### config.mk
export PLATFORM = sky130hd
export DESIGN_NAME = tfc_regs
export DESIGN_NICKNAME = d
export VERILOG_FILES = /design/src/logic/tfc_clk_mon.v /design/src/logic/tfc_regs.v
export VERILOG_INCLUDE_DIRS = /design/src /design/src/logic
export SDC_FILE = /design/constraint.sdc
export NUM_CORES = 1
export LEC_CHECK = 0
export BUFFER_PORTS_ARGS = -buffer_cell sky130_fd_sc_hd__buf_2
export CORE_MARGIN = 2
export CORE_UTILIZATION = 29
export CTS_CLUSTER_DIAMETER = 150
export DETAILED_ROUTE_END_ITERATION = 6
export PLACE_DENSITY = 0.58
export SLEW_MARGIN = 10
export SYNTH_ARGS = -nofsm -noshare
export SYNTH_HDL_FRONTEND = slang
export SYNTH_SLANG_ARGS = --single-unit
### constraint.sdc
create_clock -name i_clk -period 5.8 [get_ports i_clk]
set_input_delay 0 -clock i_clk [delete_from_list [all_inputs] [get_ports i_clk]]
set_output_delay 0 -clock i_clk [all_outputs]
set_load 0.05 [all_outputs]
### src/logic/tfc_defines.vh
// constants for the per-port transmit framer control register set
// assumes word-wide APB access; printed offsets are word indexes
// Summary of operation
// - alarm type 0 selects T1 alarm: D4 zero bit 2, ESF 00FF on link.
// - alarm type 1 selects J1 alarm: D4 S-bit frame 12, ESF all ones.
// - alarm type picks only the pattern; nothing sent without alarm enable.
// - bit-7 suppression enable stuffs qualifying zero channels; off means no stuffing.
// - E1 control 2 bits 7,6,5 enable auto E-bits, auto AIS, auto alarm.
// - clock source 00 pin, 01 fallback after one channel idle, 11 receive clock.
// - reference 0 uses line counters aligned to sync input, free-run when output.
// - reference 1 uses system counters passed forward; needs slip-free elastic store.
// - T1 frame mode bit 0 selects ESF, 1 selects D4.
// - rising insert-violation bit arms one violation at next three ones.
// - control 3 bit 0 is loop code in T1, CRC-4 recalculation in E1.
// - I/O bits 7,6,5 invert clock pin, sync pin, system sync input.
// - sync mode bits select frame pulses at 0, multiframe pulses at 1.
// - sync direction 0 makes sync pin input, 1 output.
// - T1 double-wide sync pulse only with output pin in frame mode.
// - channel format 0 is 64 kbit/s all bits, 1 is 56 kbit/s.
// - gapped clock enable makes channel clock output a gapped bit clock.
// - in rate conversion, slip when separation at most 9 or 2 bytes.
// - rising align restores half-frame separation, no action if already enough.
// - rising store reset moves read pointer; slips at once if in zone.
// - elastic store bypassed unless enabled; min-delay picks 32-bit depth.
// - milliwatt select 0 inserts u-law code, 1 inserts A-law code.
// - mode bit selects T1 at 0, E1 at 1, steering bit meanings.
// - remote alarm enable sends selected alarm when set, none when clear.
// - global bit-7 stuffing, with suppression enable set, stuffs every all-zero channel.
`ifndef TFC_DEFINES_VH
`define TFC_DEFINES_VH

`define TFC_IDX_MODE 12'h180
`define TFC_IDX_CTRL1 12'h181
`define TFC_IDX_CTRL2 12'h182
`define TFC_IDX_CTRL3 12'h183
`define TFC_IDX_IO 12'h184
`define TFC_IDX_ESTORE 12'h185
`define TFC_IDX_CTRL4 12'h186
`define TFC_PORT_STRIDE 12'h200
`define TFC_NREGS 7
`define TFC_RESET_VAL 8'h00

// writable bits per register, indexed as offset from the mode register
`define TFC_MASK_MODE 8'hC3
`define TFC_MASK_CTRL1 8'hFF
`define TFC_MASK_CTRL2 8'hFF
`define TFC_MASK_CTRL3 8'h3F
`define TFC_MASK_IO 8'hFF
`define TFC_MASK_ESTORE 8'hDF
`define TFC_MASK_CTRL4 8'hFF

// field positions
`define TFC_B_STD 0
`define TFC_B_RAI_EN 0
`define TFC_B_GB7 3
`define TFC_B_B7ZS 0
`define TFC_B_RAI_TYPE 2
`define TFC_B_ARA 5
`define TFC_B_AUTO_AIS_GEN_EN 6
`define TFC_B_AUTO_EBIT_EN 7
`define TFC_B_BIT0 0
`define TFC_B_INSERT_VIOLATION_TRIGGER 1
`define TFC_B_TFM 2
`define TFC_B_MULTIFRAME_REF_SEL 3
`define TFC_B_CSS_LO 4
`define TFC_B_TSM 0
`define TFC_B_SYNC_DOUBLE_WIDE_EN 1
`define TFC_B_TX_SYNC_DIRECTION 2
`define TFC_B_SYSTEM_SYNC_FRAME_MODE 3
`define TFC_B_SCLKM 4
`define TFC_B_SSINV 5
`define TFC_B_SINV 6
`define TFC_B_CINV 7
`define TFC_B_ESE 0
`define TFC_B_MDM 1
`define TFC_B_ESR 2
`define TFC_B_ALGN 3
`define TFC_B_SZS 4
`define TFC_B_GCLK 6
`define TFC_B_FMT 7
`define TFC_B_LAW 7

// timing and elastic store figures
`define TFC_CLK_PERIOD_NS 10
`define TFC_CHAN_TIME_NS 5181
`define TFC_CHAN_CYCLES (`TFC_CHAN_TIME_NS / `TFC_CLK_PERIOD_NS)
`define TFC_SLIP_ZONE_WIDE 7'd9
`define TFC_SLIP_ZONE_NARROW 7'd2
`define TFC_HALF_FRAME_T1 7'd12
`define TFC_HALF_FRAME_E1 7'd16
`define TFC_ONES_RUN 2'd3

`endif

### src/logic/tfc_clk_mon.v
// transmit clock source selection and loss-of-transition watch for one port
// assumes both clocks are slow pins sampled by the 100 MHz system clock
`timescale 1ns/100ps
`default_nettype none
`include "tfc_defines.vh"
module tfc_clk_mon #(
	parameter CHAN_CYCLES = `TFC_CHAN_CYCLES
) (
	input wire i_clk,
	input wire i_arst_n,
	input wire i_line_tx_clock_pin,
	input wire i_recovered_rx_clock,
	input wire i_tx_clock_invert,
	input wire [1:0] i_tx_clk_src_sel,
	output reg o_use_rx_clock,
	output reg o_tx_clock
);
	reg [1:0] line_sync;
	reg [1:0] rx_sync;
	reg line_last;
	reg [15:0] idle_cnt;
	reg failed;
	wire line_edge;
	wire next_use_rx;

	assign line_edge = line_sync[1] ^ line_last;
	// reserved code 10 selects the pin as 00 does, with no fallback to the receive clock when the pin stops
	assign next_use_rx = (i_tx_clk_src_sel == 2'b11) ||
		((i_tx_clk_src_sel == 2'b01) && failed);

	always @(posedge i_clk or negedge i_arst_n) begin
		if (!i_arst_n) begin
			line_sync <= 2'b00;
			rx_sync <= 2'b00;
			line_last <= 1'b0;
			idle_cnt <= 16'h0000;
			failed <= 1'b0;
			o_use_rx_clock <= 1'b0;
			o_tx_clock <= 1'b0;
		end else begin
			line_sync <= {line_sync[0], i_line_tx_clock_pin};
			rx_sync <= {rx_sync[0], i_recovered_rx_clock};
			line_last <= line_sync[1];
			if (line_edge) begin
				idle_cnt <= 16'h0000;
				failed <= 1'b0;
			end else if (idle_cnt >= CHAN_CYCLES[15:0] - 16'h0001) begin
				failed <= 1'b1;
			end else begin
				idle_cnt <= idle_cnt + 16'h0001;
			end
			o_use_rx_clock <= next_use_rx;
			o_tx_clock <= next_use_rx ? rx_sync[1] : (line_sync[1] ^ i_tx_clock_invert);
		end
	end
endmodule // tfc_clk_mon
`default_nettype wire

### src/logic/tfc_regs.v
// per-port transmit control registers on APB with decoded control outputs
// assumes single-beat 32-bit APB word accesses; formatter signals share i_clk
`timescale 1ns/100ps
`default_nettype none
`include "tfc_defines.vh"
module tfc_regs #(
	parameter NPORTS = 4,
	parameter CHAN_CYCLES = `TFC_CHAN_CYCLES
) (
	input wire i_clk,
	input wire i_arst_n,
	input wire i_psel,
	input wire i_penable,
	input wire i_pwrite,
	input wire [15:0] i_paddr,
	input wire [31:0] i_pwdata,
	output wire [31:0] o_prdata,
	output wire o_pready,
	output wire o_pslverr,
	input wire [NPORTS-1:0] i_line_tx_clock_pin,
	input wire [NPORTS-1:0] i_recovered_rx_clock,
	input wire [NPORTS-1:0] i_line_tx_sync_pin,
	input wire [NPORTS-1:0] i_system_tx_sync_pin,
	input wire [NPORTS-1:0] i_tx_sync_gen,
	input wire [NPORTS-1:0] i_tx_bit_valid,
	input wire [NPORTS-1:0] i_tx_bit,
	input wire [NPORTS-1:0] i_rate_convert,
	input wire [7*NPORTS-1:0] i_estore_sep,
	output wire [NPORTS-1:0] o_tx_clock,
	output wire [NPORTS-1:0] o_use_rx_clock,
	output reg [NPORTS-1:0] o_line_tx_sync_pin,
	output reg [NPORTS-1:0] o_line_tx_sync_oe_n,
	output reg [NPORTS-1:0] o_tx_sync_in,
	output reg [NPORTS-1:0] o_system_sync_in,
	output reg [NPORTS-1:0] o_e1_mode,
	output reg [NPORTS-1:0] o_rai_send,
	output reg [NPORTS-1:0] o_rai_j1,
	output reg [NPORTS-1:0] o_d4_framing,
	output reg [NPORTS-1:0] o_b7_stuff_all,
	output reg [NPORTS-1:0] o_b7_stuff_sel,
	output reg [NPORTS-1:0] o_auto_ebit,
	output reg [NPORTS-1:0] o_auto_ais,
	output reg [NPORTS-1:0] o_auto_rai,
	output reg [NPORTS-1:0] o_mf_ref_system,
	output reg [NPORTS-1:0] o_loop_code_en,
	output reg [NPORTS-1:0] o_crc4_recalc,
	output reg [NPORTS-1:0] o_sysclk_fast,
	output reg [NPORTS-1:0] o_system_sync_mf,
	output reg [NPORTS-1:0] o_tx_sync_mf,
	output reg [NPORTS-1:0] o_sync_double_wide,
	output reg [NPORTS-1:0] o_rate_56k,
	output reg [NPORTS-1:0] o_gapped_clk,
	output reg [NPORTS-1:0] o_estore_en,
	output reg [NPORTS-1:0] o_estore_min_delay,
	output reg [NPORTS-1:0] o_milliwatt_alaw,
	output reg [NPORTS-1:0] o_bpv_armed,
	output reg [NPORTS-1:0] o_bpv_insert,
	output reg [NPORTS-1:0] o_estore_align,
	output reg [NPORTS-1:0] o_estore_reset,
	output reg [NPORTS-1:0] o_estore_slip
);
	reg [7:0] regs [0:`TFC_NREGS*NPORTS-1];
	wire [5:0] dec;
	wire hit;
	wire [1:0] sel_port;
	wire [2:0] sel_reg;
	wire wr_en;
	integer k;

	// {hit, port, register}; any unaligned, unmapped or absent-port word misses
	function [5:0] decode;
		input [15:0] addr;
		reg [13:0] word;
		reg [13:0] off;
		begin
			word = addr[15:2];
			off = word - {2'b00, `TFC_IDX_MODE};
			decode = 6'h00;
			if (addr[1:0] == 2'b00 && word >= {2'b00, `TFC_IDX_MODE} &&
				off[13:11] == 3'b000 && off[8:0] < `TFC_NREGS &&
				{1'b0, off[10:9]} < NPORTS) begin
				decode = {1'b1, off[10:9], off[2:0]};
			end
		end
	endfunction

	function [7:0] wmask;
		input [2:0] r;
		begin
			case (r)
				3'd0: wmask = `TFC_MASK_MODE;
				3'd1: wmask = `TFC_MASK_CTRL1;
				3'd2: wmask = `TFC_MASK_CTRL2;
				3'd3: wmask = `TFC_MASK_CTRL3;
				3'd4: wmask = `TFC_MASK_IO;
				3'd5: wmask = `TFC_MASK_ESTORE;
				3'd6: wmask = `TFC_MASK_CTRL4;
				default: wmask = 8'h00;
			endcase
		end
	endfunction

	assign dec = decode(i_paddr);
	assign hit = dec[5];
	assign sel_port = dec[4:3];
	assign sel_reg = dec[2:0];
	assign wr_en = i_psel && i_penable && i_pwrite && hit;
	// zero wait states: every access completes in its first access cycle
	assign o_pready = 1'b1;
	assign o_pslverr = i_psel && i_penable && !hit;
	assign o_prdata = hit ? {24'h00_0000, regs[sel_port * `TFC_NREGS + sel_reg]} : 32'h0000_0000;

	always @(posedge i_clk or negedge i_arst_n) begin
		if (!i_arst_n) begin
			for (k = 0; k < `TFC_NREGS*NPORTS; k = k + 1) begin
				regs[k] <= `TFC_RESET_VAL;
			end
		end else if (wr_en) begin
			regs[sel_port * `TFC_NREGS + sel_reg] <= i_pwdata[7:0] & wmask(sel_reg);
		end
	end

	genvar p;
	generate
		for (p = 0; p < NPORTS; p = p + 1) begin : g_port
			wire [7:0] r_mode;
			wire [7:0] r_c1;
			wire [7:0] r_c2;
			wire [7:0] r_c3;
			wire [7:0] r_io;
			wire [7:0] r_es;
			wire [7:0] r_c4;
			wire e1;
			wire wr_here;
			wire bpv_rise;
			wire algn_rise;
			wire esr_rise;
			wire [6:0] sep;
			wire [6:0] zone;
			wire [6:0] half;
			wire bpv_fire;
			reg [1:0] sync_line;
			reg [1:0] sync_sys;
			reg [1:0] ones_run;
			reg reset_seen;

			assign r_mode = regs[p*`TFC_NREGS + 0];
			assign r_c1 = regs[p*`TFC_NREGS + 1];
			assign r_c2 = regs[p*`TFC_NREGS + 2];
			assign r_c3 = regs[p*`TFC_NREGS + 3];
			assign r_io = regs[p*`TFC_NREGS + 4];
			assign r_es = regs[p*`TFC_NREGS + 5];
			assign r_c4 = regs[p*`TFC_NREGS + 6];
			assign e1 = r_mode[`TFC_B_STD];
			assign wr_here = wr_en && ({1'b0, sel_port} == p);
			// commands act on a written 0-to-1 change only; holding the bit does nothing
			assign bpv_rise = wr_here && sel_reg == 3'd3 &&
				i_pwdata[`TFC_B_INSERT_VIOLATION_TRIGGER] && !r_c3[`TFC_B_INSERT_VIOLATION_TRIGGER];
			assign algn_rise = wr_here && sel_reg == 3'd5 &&
				i_pwdata[`TFC_B_ALGN] && !r_es[`TFC_B_ALGN];
			assign esr_rise = wr_here && sel_reg == 3'd5 &&
				i_pwdata[`TFC_B_ESR] && !r_es[`TFC_B_ESR];
			assign sep = i_estore_sep[7*p +: 7];
			assign zone = r_es[`TFC_B_SZS] ? `TFC_SLIP_ZONE_NARROW : `TFC_SLIP_ZONE_WIDE;
			assign half = e1 ? `TFC_HALF_FRAME_E1 : `TFC_HALF_FRAME_T1;
			assign bpv_fire = o_bpv_armed[p] && i_tx_bit_valid[p] && i_tx_bit[p] &&
				(ones_run >= `TFC_ONES_RUN - 2'd1);

			tfc_clk_mon #(
				.CHAN_CYCLES(CHAN_CYCLES)
			) u_clk_mon (
				.i_clk(i_clk),
				.i_arst_n(i_arst_n),
				.i_line_tx_clock_pin(i_line_tx_clock_pin[p]),
				.i_recovered_rx_clock(i_recovered_rx_clock[p]),
				.i_tx_clock_invert(r_io[`TFC_B_CINV]),
				.i_tx_clk_src_sel(r_c3[`TFC_B_CSS_LO +: 2]),
				.o_use_rx_clock(o_use_rx_clock[p]),
				.o_tx_clock(o_tx_clock[p])
			);

			always @(posedge i_clk or negedge i_arst_n) begin
				if (!i_arst_n) begin
					sync_line <= 2'b00;
					sync_sys <= 2'b00;
					ones_run <= 2'b00;
					reset_seen <= 1'b0;
					o_line_tx_sync_pin[p] <= 1'b0;
					o_line_tx_sync_oe_n[p] <= 1'b1;
					o_tx_sync_in[p] <= 1'b0;
					o_system_sync_in[p] <= 1'b0;
					o_bpv_armed[p] <= 1'b0;
					o_bpv_insert[p] <= 1'b0;
					o_estore_align[p] <= 1'b0;
					o_estore_reset[p] <= 1'b0;
					o_estore_slip[p] <= 1'b0;
				end else begin
					sync_line <= {sync_line[0], i_line_tx_sync_pin[p]};
					sync_sys <= {sync_sys[0], i_system_tx_sync_pin[p]};
					o_line_tx_sync_oe_n[p] <= !r_io[`TFC_B_TX_SYNC_DIRECTION];
					o_line_tx_sync_pin[p] <= i_tx_sync_gen[p] ^ r_io[`TFC_B_SINV];
					// an output-mode pin is not read back as a reference
					o_tx_sync_in[p] <= !r_io[`TFC_B_TX_SYNC_DIRECTION] &&
						(sync_line[1] ^ r_io[`TFC_B_SINV]);
					o_system_sync_in[p] <= sync_sys[1] ^ r_io[`TFC_B_SSINV];
					if (i_tx_bit_valid[p]) begin
						if (!i_tx_bit[p]) begin
							ones_run <= 2'b00;
						end else if (ones_run != `TFC_ONES_RUN) begin
							ones_run <= ones_run + 2'd1;
						end
					end
					o_bpv_insert[p] <= bpv_fire;
					// a new arm in the same cycle as the insertion wins
					if (bpv_rise) begin
						o_bpv_armed[p] <= 1'b1;
					end else if (bpv_fire) begin
						o_bpv_armed[p] <= 1'b0;
					end
					o_estore_align[p] <= algn_rise && r_es[`TFC_B_ESE] && (sep < half);
					o_estore_reset[p] <= esr_rise && r_es[`TFC_B_ESE];
					// separation is judged in the same cycle as the o_estore_reset pulse, one cycle after the write
					reset_seen <= esr_rise && r_es[`TFC_B_ESE];
					o_estore_slip[p] <= r_es[`TFC_B_ESE] && (sep <= zone) &&
						(i_rate_convert[p] || reset_seen);
				end
			end

			always @(posedge i_clk or negedge i_arst_n) begin
				if (!i_arst_n) begin
					o_e1_mode[p] <= 1'b0;
					o_rai_send[p] <= 1'b0;
					o_rai_j1[p] <= 1'b0;
					o_d4_framing[p] <= 1'b0;
					o_b7_stuff_all[p] <= 1'b0;
					o_b7_stuff_sel[p] <= 1'b0;
					o_auto_ebit[p] <= 1'b0;
					o_auto_ais[p] <= 1'b0;
					o_auto_rai[p] <= 1'b0;
					o_mf_ref_system[p] <= 1'b0;
					o_loop_code_en[p] <= 1'b0;
					o_crc4_recalc[p] <= 1'b0;
					o_sysclk_fast[p] <= 1'b0;
					o_system_sync_mf[p] <= 1'b0;
					o_tx_sync_mf[p] <= 1'b0;
					o_sync_double_wide[p] <= 1'b0;
					o_rate_56k[p] <= 1'b0;
					o_gapped_clk[p] <= 1'b0;
					o_estore_en[p] <= 1'b0;
					o_estore_min_delay[p] <= 1'b0;
					o_milliwatt_alaw[p] <= 1'b0;
				end else begin
					o_e1_mode[p] <= e1;
					o_rai_send[p] <= r_c1[`TFC_B_RAI_EN];
					o_rai_j1[p] <= !e1 && r_c2[`TFC_B_RAI_TYPE];
					o_d4_framing[p] <= !e1 && r_c3[`TFC_B_TFM];
					o_b7_stuff_all[p] <= !e1 && r_c2[`TFC_B_B7ZS] &&
						r_c1[`TFC_B_GB7];
					o_b7_stuff_sel[p] <= !e1 && r_c2[`TFC_B_B7ZS] &&
						!r_c1[`TFC_B_GB7];
					o_auto_ebit[p] <= e1 && r_c2[`TFC_B_AUTO_EBIT_EN];
					o_auto_ais[p] <= e1 && r_c2[`TFC_B_AUTO_AIS_GEN_EN];
					o_auto_rai[p] <= e1 && r_c2[`TFC_B_ARA];
					o_mf_ref_system[p] <= r_c3[`TFC_B_MULTIFRAME_REF_SEL];
					o_loop_code_en[p] <= !e1 && r_c3[`TFC_B_BIT0];
					o_crc4_recalc[p] <= e1 && r_c3[`TFC_B_BIT0];
					o_sysclk_fast[p] <= r_io[`TFC_B_SCLKM];
					o_system_sync_mf[p] <= r_io[`TFC_B_SYSTEM_SYNC_FRAME_MODE];
					o_tx_sync_mf[p] <= r_io[`TFC_B_TSM];
					// a misprogrammed double-wide bit is ignored rather than mangling sync
					o_sync_double_wide[p] <= !e1 && r_io[`TFC_B_SYNC_DOUBLE_WIDE_EN] &&
						r_io[`TFC_B_TX_SYNC_DIRECTION] && !r_io[`TFC_B_TSM];
					o_rate_56k[p] <= r_es[`TFC_B_FMT];
					o_gapped_clk[p] <= r_es[`TFC_B_GCLK];
					o_estore_en[p] <= r_es[`TFC_B_ESE];
					o_estore_min_delay[p] <= r_es[`TFC_B_ESE] && r_es[`TFC_B_MDM];
					o_milliwatt_alaw[p] <= r_c4[`TFC_B_LAW];
				end
			end
		end
	endgenerate
endmodule // tfc_regs
`default_nettype wire

==> metrics.txt <==
status=complete, no violations; slew margin rel.=0.2697; largest area contributor in the netlist=dfrtp_1; routed length per instance=between 20 and 25 um; P_leak=11.64 nW; clock slew at reported path FFs=roughly 0.070 ns; Async S/R FF share, synth=1.000; DP Wirelength=between 40 and 50 mm; Post-Syn Area=20250 um2; Sw Pwr=1.719 mW; Post-synth EDFFs=0; Main synth FF type=dfrtp_1; port buffer count=225; core box area=68830 um2; nets@finish=2149; Max Cap Viol=0; FP Rows=96; sequential share of the synthesized area=0.5737; routed vias=14574; Synth Register Bits=464; # resized after CTS=0; Initial Utilization=0.2942; Top Ports=around 280; Syn Area/Cell=~12 um2; synth cell count leaders=dfrtp_1 (460), o21ai_0 (305), nand2_1 (96); CTS H-Tree Depth=2; slowest stage delay, CP=0.99 ns; pin count of the biggest net entering global routing=about 190; crit path cell chain=buf_2, nor4_2, nand3_1, nor2_1, nand2_1, fa_1, inv_1, ha_2, mux4_2, nor2b_1, a211oi_1, nor4_1, buf_4, buf_2; first-pass GRT wire length=89.93 mm; Slowest-stage cell, CP=ha_2; Placed Instance Area=22290 um2; Comb power frac=0.056; GRT Residual Overflow=0; worst hold slack=between 0.03 and 0.04 ns; clk sinks=464; Fin Setup TNS=0 ns; most common cell in the netlist=dfrtp_1; Least-Margin Pin Slew=1.093 ns; cells after synthesis=1714; Power Total=7.245 mW; Die X-Extent=268.2 um; area share of the largest cell type after synthesis=0.5685; max-slew violations=0; HP Class=primary input to asynchronous set/reset pin; Int Power=5.526 mW; Final period util=0.8273; CP Launch Type=primary input; Sequential Power Share=0.460; clock root cell=clkbuf_16; max frequency=~210 MHz; Die Area=71950 um2; Clock Power Share=0.484; drt total wl=around 60 mm; most frequent CP cell=buf_2; switch share=0.2372; Max Buffers Root-to-Sink=3; drt first-iter violations=1168; fin crit period=4.798 ns; area delta synth->final=22.19%; Pre-antenna DRT Iters=5; final hold viol count=0; CP Class=primary input to output port; Setup crit end kind=output port; Routed Antenna Nets=0; Req. time, crit path=~5.8 ns; Worst Path Max Fanout=38; overall routing resource usage=0.1644; Die H=268.2 um; CTS tree=done; maximum VDD drop=0.0002321 V; drt drc=0; Synth area leaders=dfrtp_1 (57%), o21ai_0 (7.5%), mux4_2 (5.6%); Pwr Density=~290 nW/um2; Yosys cell types=between 60 and 70; layout cells sized above 1=0.2427; vias in the first global route=~15000; dpl cells=2801; Num CTS Buffers=52; RSZ-0062 raised after global routing=false; Post-Layout Cell Count=2962; Placer Congestion=0.8072; total of warnings raised by yosys=0; Critical Path AT=4.80 ns; Finished Cell Area=24740 um2; Clock Latency Late Sink=0.60 ns; worst clock skew=0.01937 ns; initial antenna violation count=5; Setup violations, final=0; vias per cell=4.920
-- power groups by stage --
| stage | clock network (mW) | registers (mW) | logic [mW] |
|---|---|---|---|
| finish | 3.51 | 3.33 | 0.402 |
| global route | 3.74 | 3.34 | 0.454 |
| CTS | 3.60 | 3.33 | 0.409 |
| detailed placement | 0 | 3.39 | 0.374 |
| global placement | 0 | 3.39 | 0.358 |
| floorplan | 0 | 3.42 | 0.191 |
-- critical path, delay by kind of cell --
family / cells / cell delay (ns)
AO/OA/AOI/OAI: 1 / 0.57
adder cells (fa/ha/maj): 2 / 1.58
buffers and inverters: 4 / 0.55
multiplexers: 1 / 0.60
AND/OR/NAND/NOR: 6 / 1.48
-- final timing paths --
path                                             startpoint                                to  slack [ns]  depth (start not counted)
setup / recovery                                 i_paddr[8]                       o_prdata[0]        1.00                         14
setup reg to reg                        g_port[3].r_mode[0]                 o_estore_align[3]        2.68                          6
hold reg to reg            g_port[2].u_clk_mon.line_sync[0]  g_port[2].u_clk_mon.line_sync[1]        0.34                          0
min in group i_clk                    i_line_tx_sync_pin[2]            g_port[2].sync_line[0]        0.04                          2
hold / removal                                     i_arst_n                 g_port[2].r_c2[0]        0.04                          2
max in group asynchronous                          i_arst_n    g_port[1].u_clk_mon.o_tx_clock        4.21                          3
-- registers in the layout (all words and copies together), names as in the netlist, 32 cells and up --
signal,count
g_port.r_io,32
g_port.r_c4,32
g_port.r_c2,32
g_port.r_mode,32
g_port.u_clk_mon.idle_cnt,64
g_port.r_es,32
g_port.r_c3,32
g_port.r_c1,32
-- cells by family after synthesis --
kind of cell	share of synthesized area
flip-flops	0.5737
AO/OA/AOI/OAI	0.1182
AND/OR/NAND/NOR	0.1012
buffers and inverters	0.04289
multiplexers	0.1099
adder cells (fa/ha/maj)	0.03263
XOR/XNOR	0.02120
other	0.0003709
-- through the flow --
stage | util | worst slack, ns
after CTS | 0.3593 | 1.004
after global routing | 0.3593 | 0.7018
after floorplan | - | 0.8469
final | 0.3594 | 1.002
after global placement | 0.3239 | 1.062
after detailed placement | 0.3239 | 0.9368
-- cells in the final DEF, fill, tap and decap left out, types with 8 or more instances in the layout --
cell type | netlist | layout
conb_1 | 2 | 25
nor2_1 | 67 | 67
nor4_1 | 25 | 25
nand2_1 | 96 | 96
nand2b_1 | 11 | 11
ha_1 | 48 | 46
clkinv_2 | 0 | 8
dfrtp_1 | 460 | 460
mux2i_1 | 22 | 22
and2_1 | 54 | 54
nor3_1 | 14 | 14
a211oi_1 | 15 | 15
nor3b_1 | 10 | 10
a31oi_1 | 8 | 8
clkbuf_16 | 0 | 53
and3_1 | 13 | 13
inv_1 | 67 | 67
buf_4 | 38 | 23
mux4_2 | 50 | 50
a21oi_1 | 36 | 36
clkbuf_8 | 1 | 13
dlygate4sd3_1 | 0 | 61
nand3_1 | 35 | 35
nor2b_1 | 27 | 27
o21ai_0 | 305 | 305
xor2_1 | 14 | 14
xnor2_1 | 35 | 35
mux2_2 | 78 | 78
buf_2 | 11 | 224
-- cell type report --
class,instances,area [um2]
clock buffers,73,1531
inverters,68,255.2
well taps,931,1165
multi-input cells,1086,7866
fillers,6652,44090
flip-flops and latches,464,11620
repair buffers,313,1999
diodes,4,10.01
clock inverters,23,295.3
-- layer usage --
metal,up-vias,track usage,part of all wire
li1,6574,-,-
met1,7389,0.2178,0.42
met2,496,0.2584,0.47
met3,111,0.04023,0.079
met4,4,0.06583,0.038
met5,-,0,0.00039
-- timing repair --
item / in CTS / in global routing
buffers inserted: 0 / 0
endpoints found under the hold margin: 161 / 0
hold buffers: 61 / 0
No activity file was read; power rests on OpenSTA's default activity.
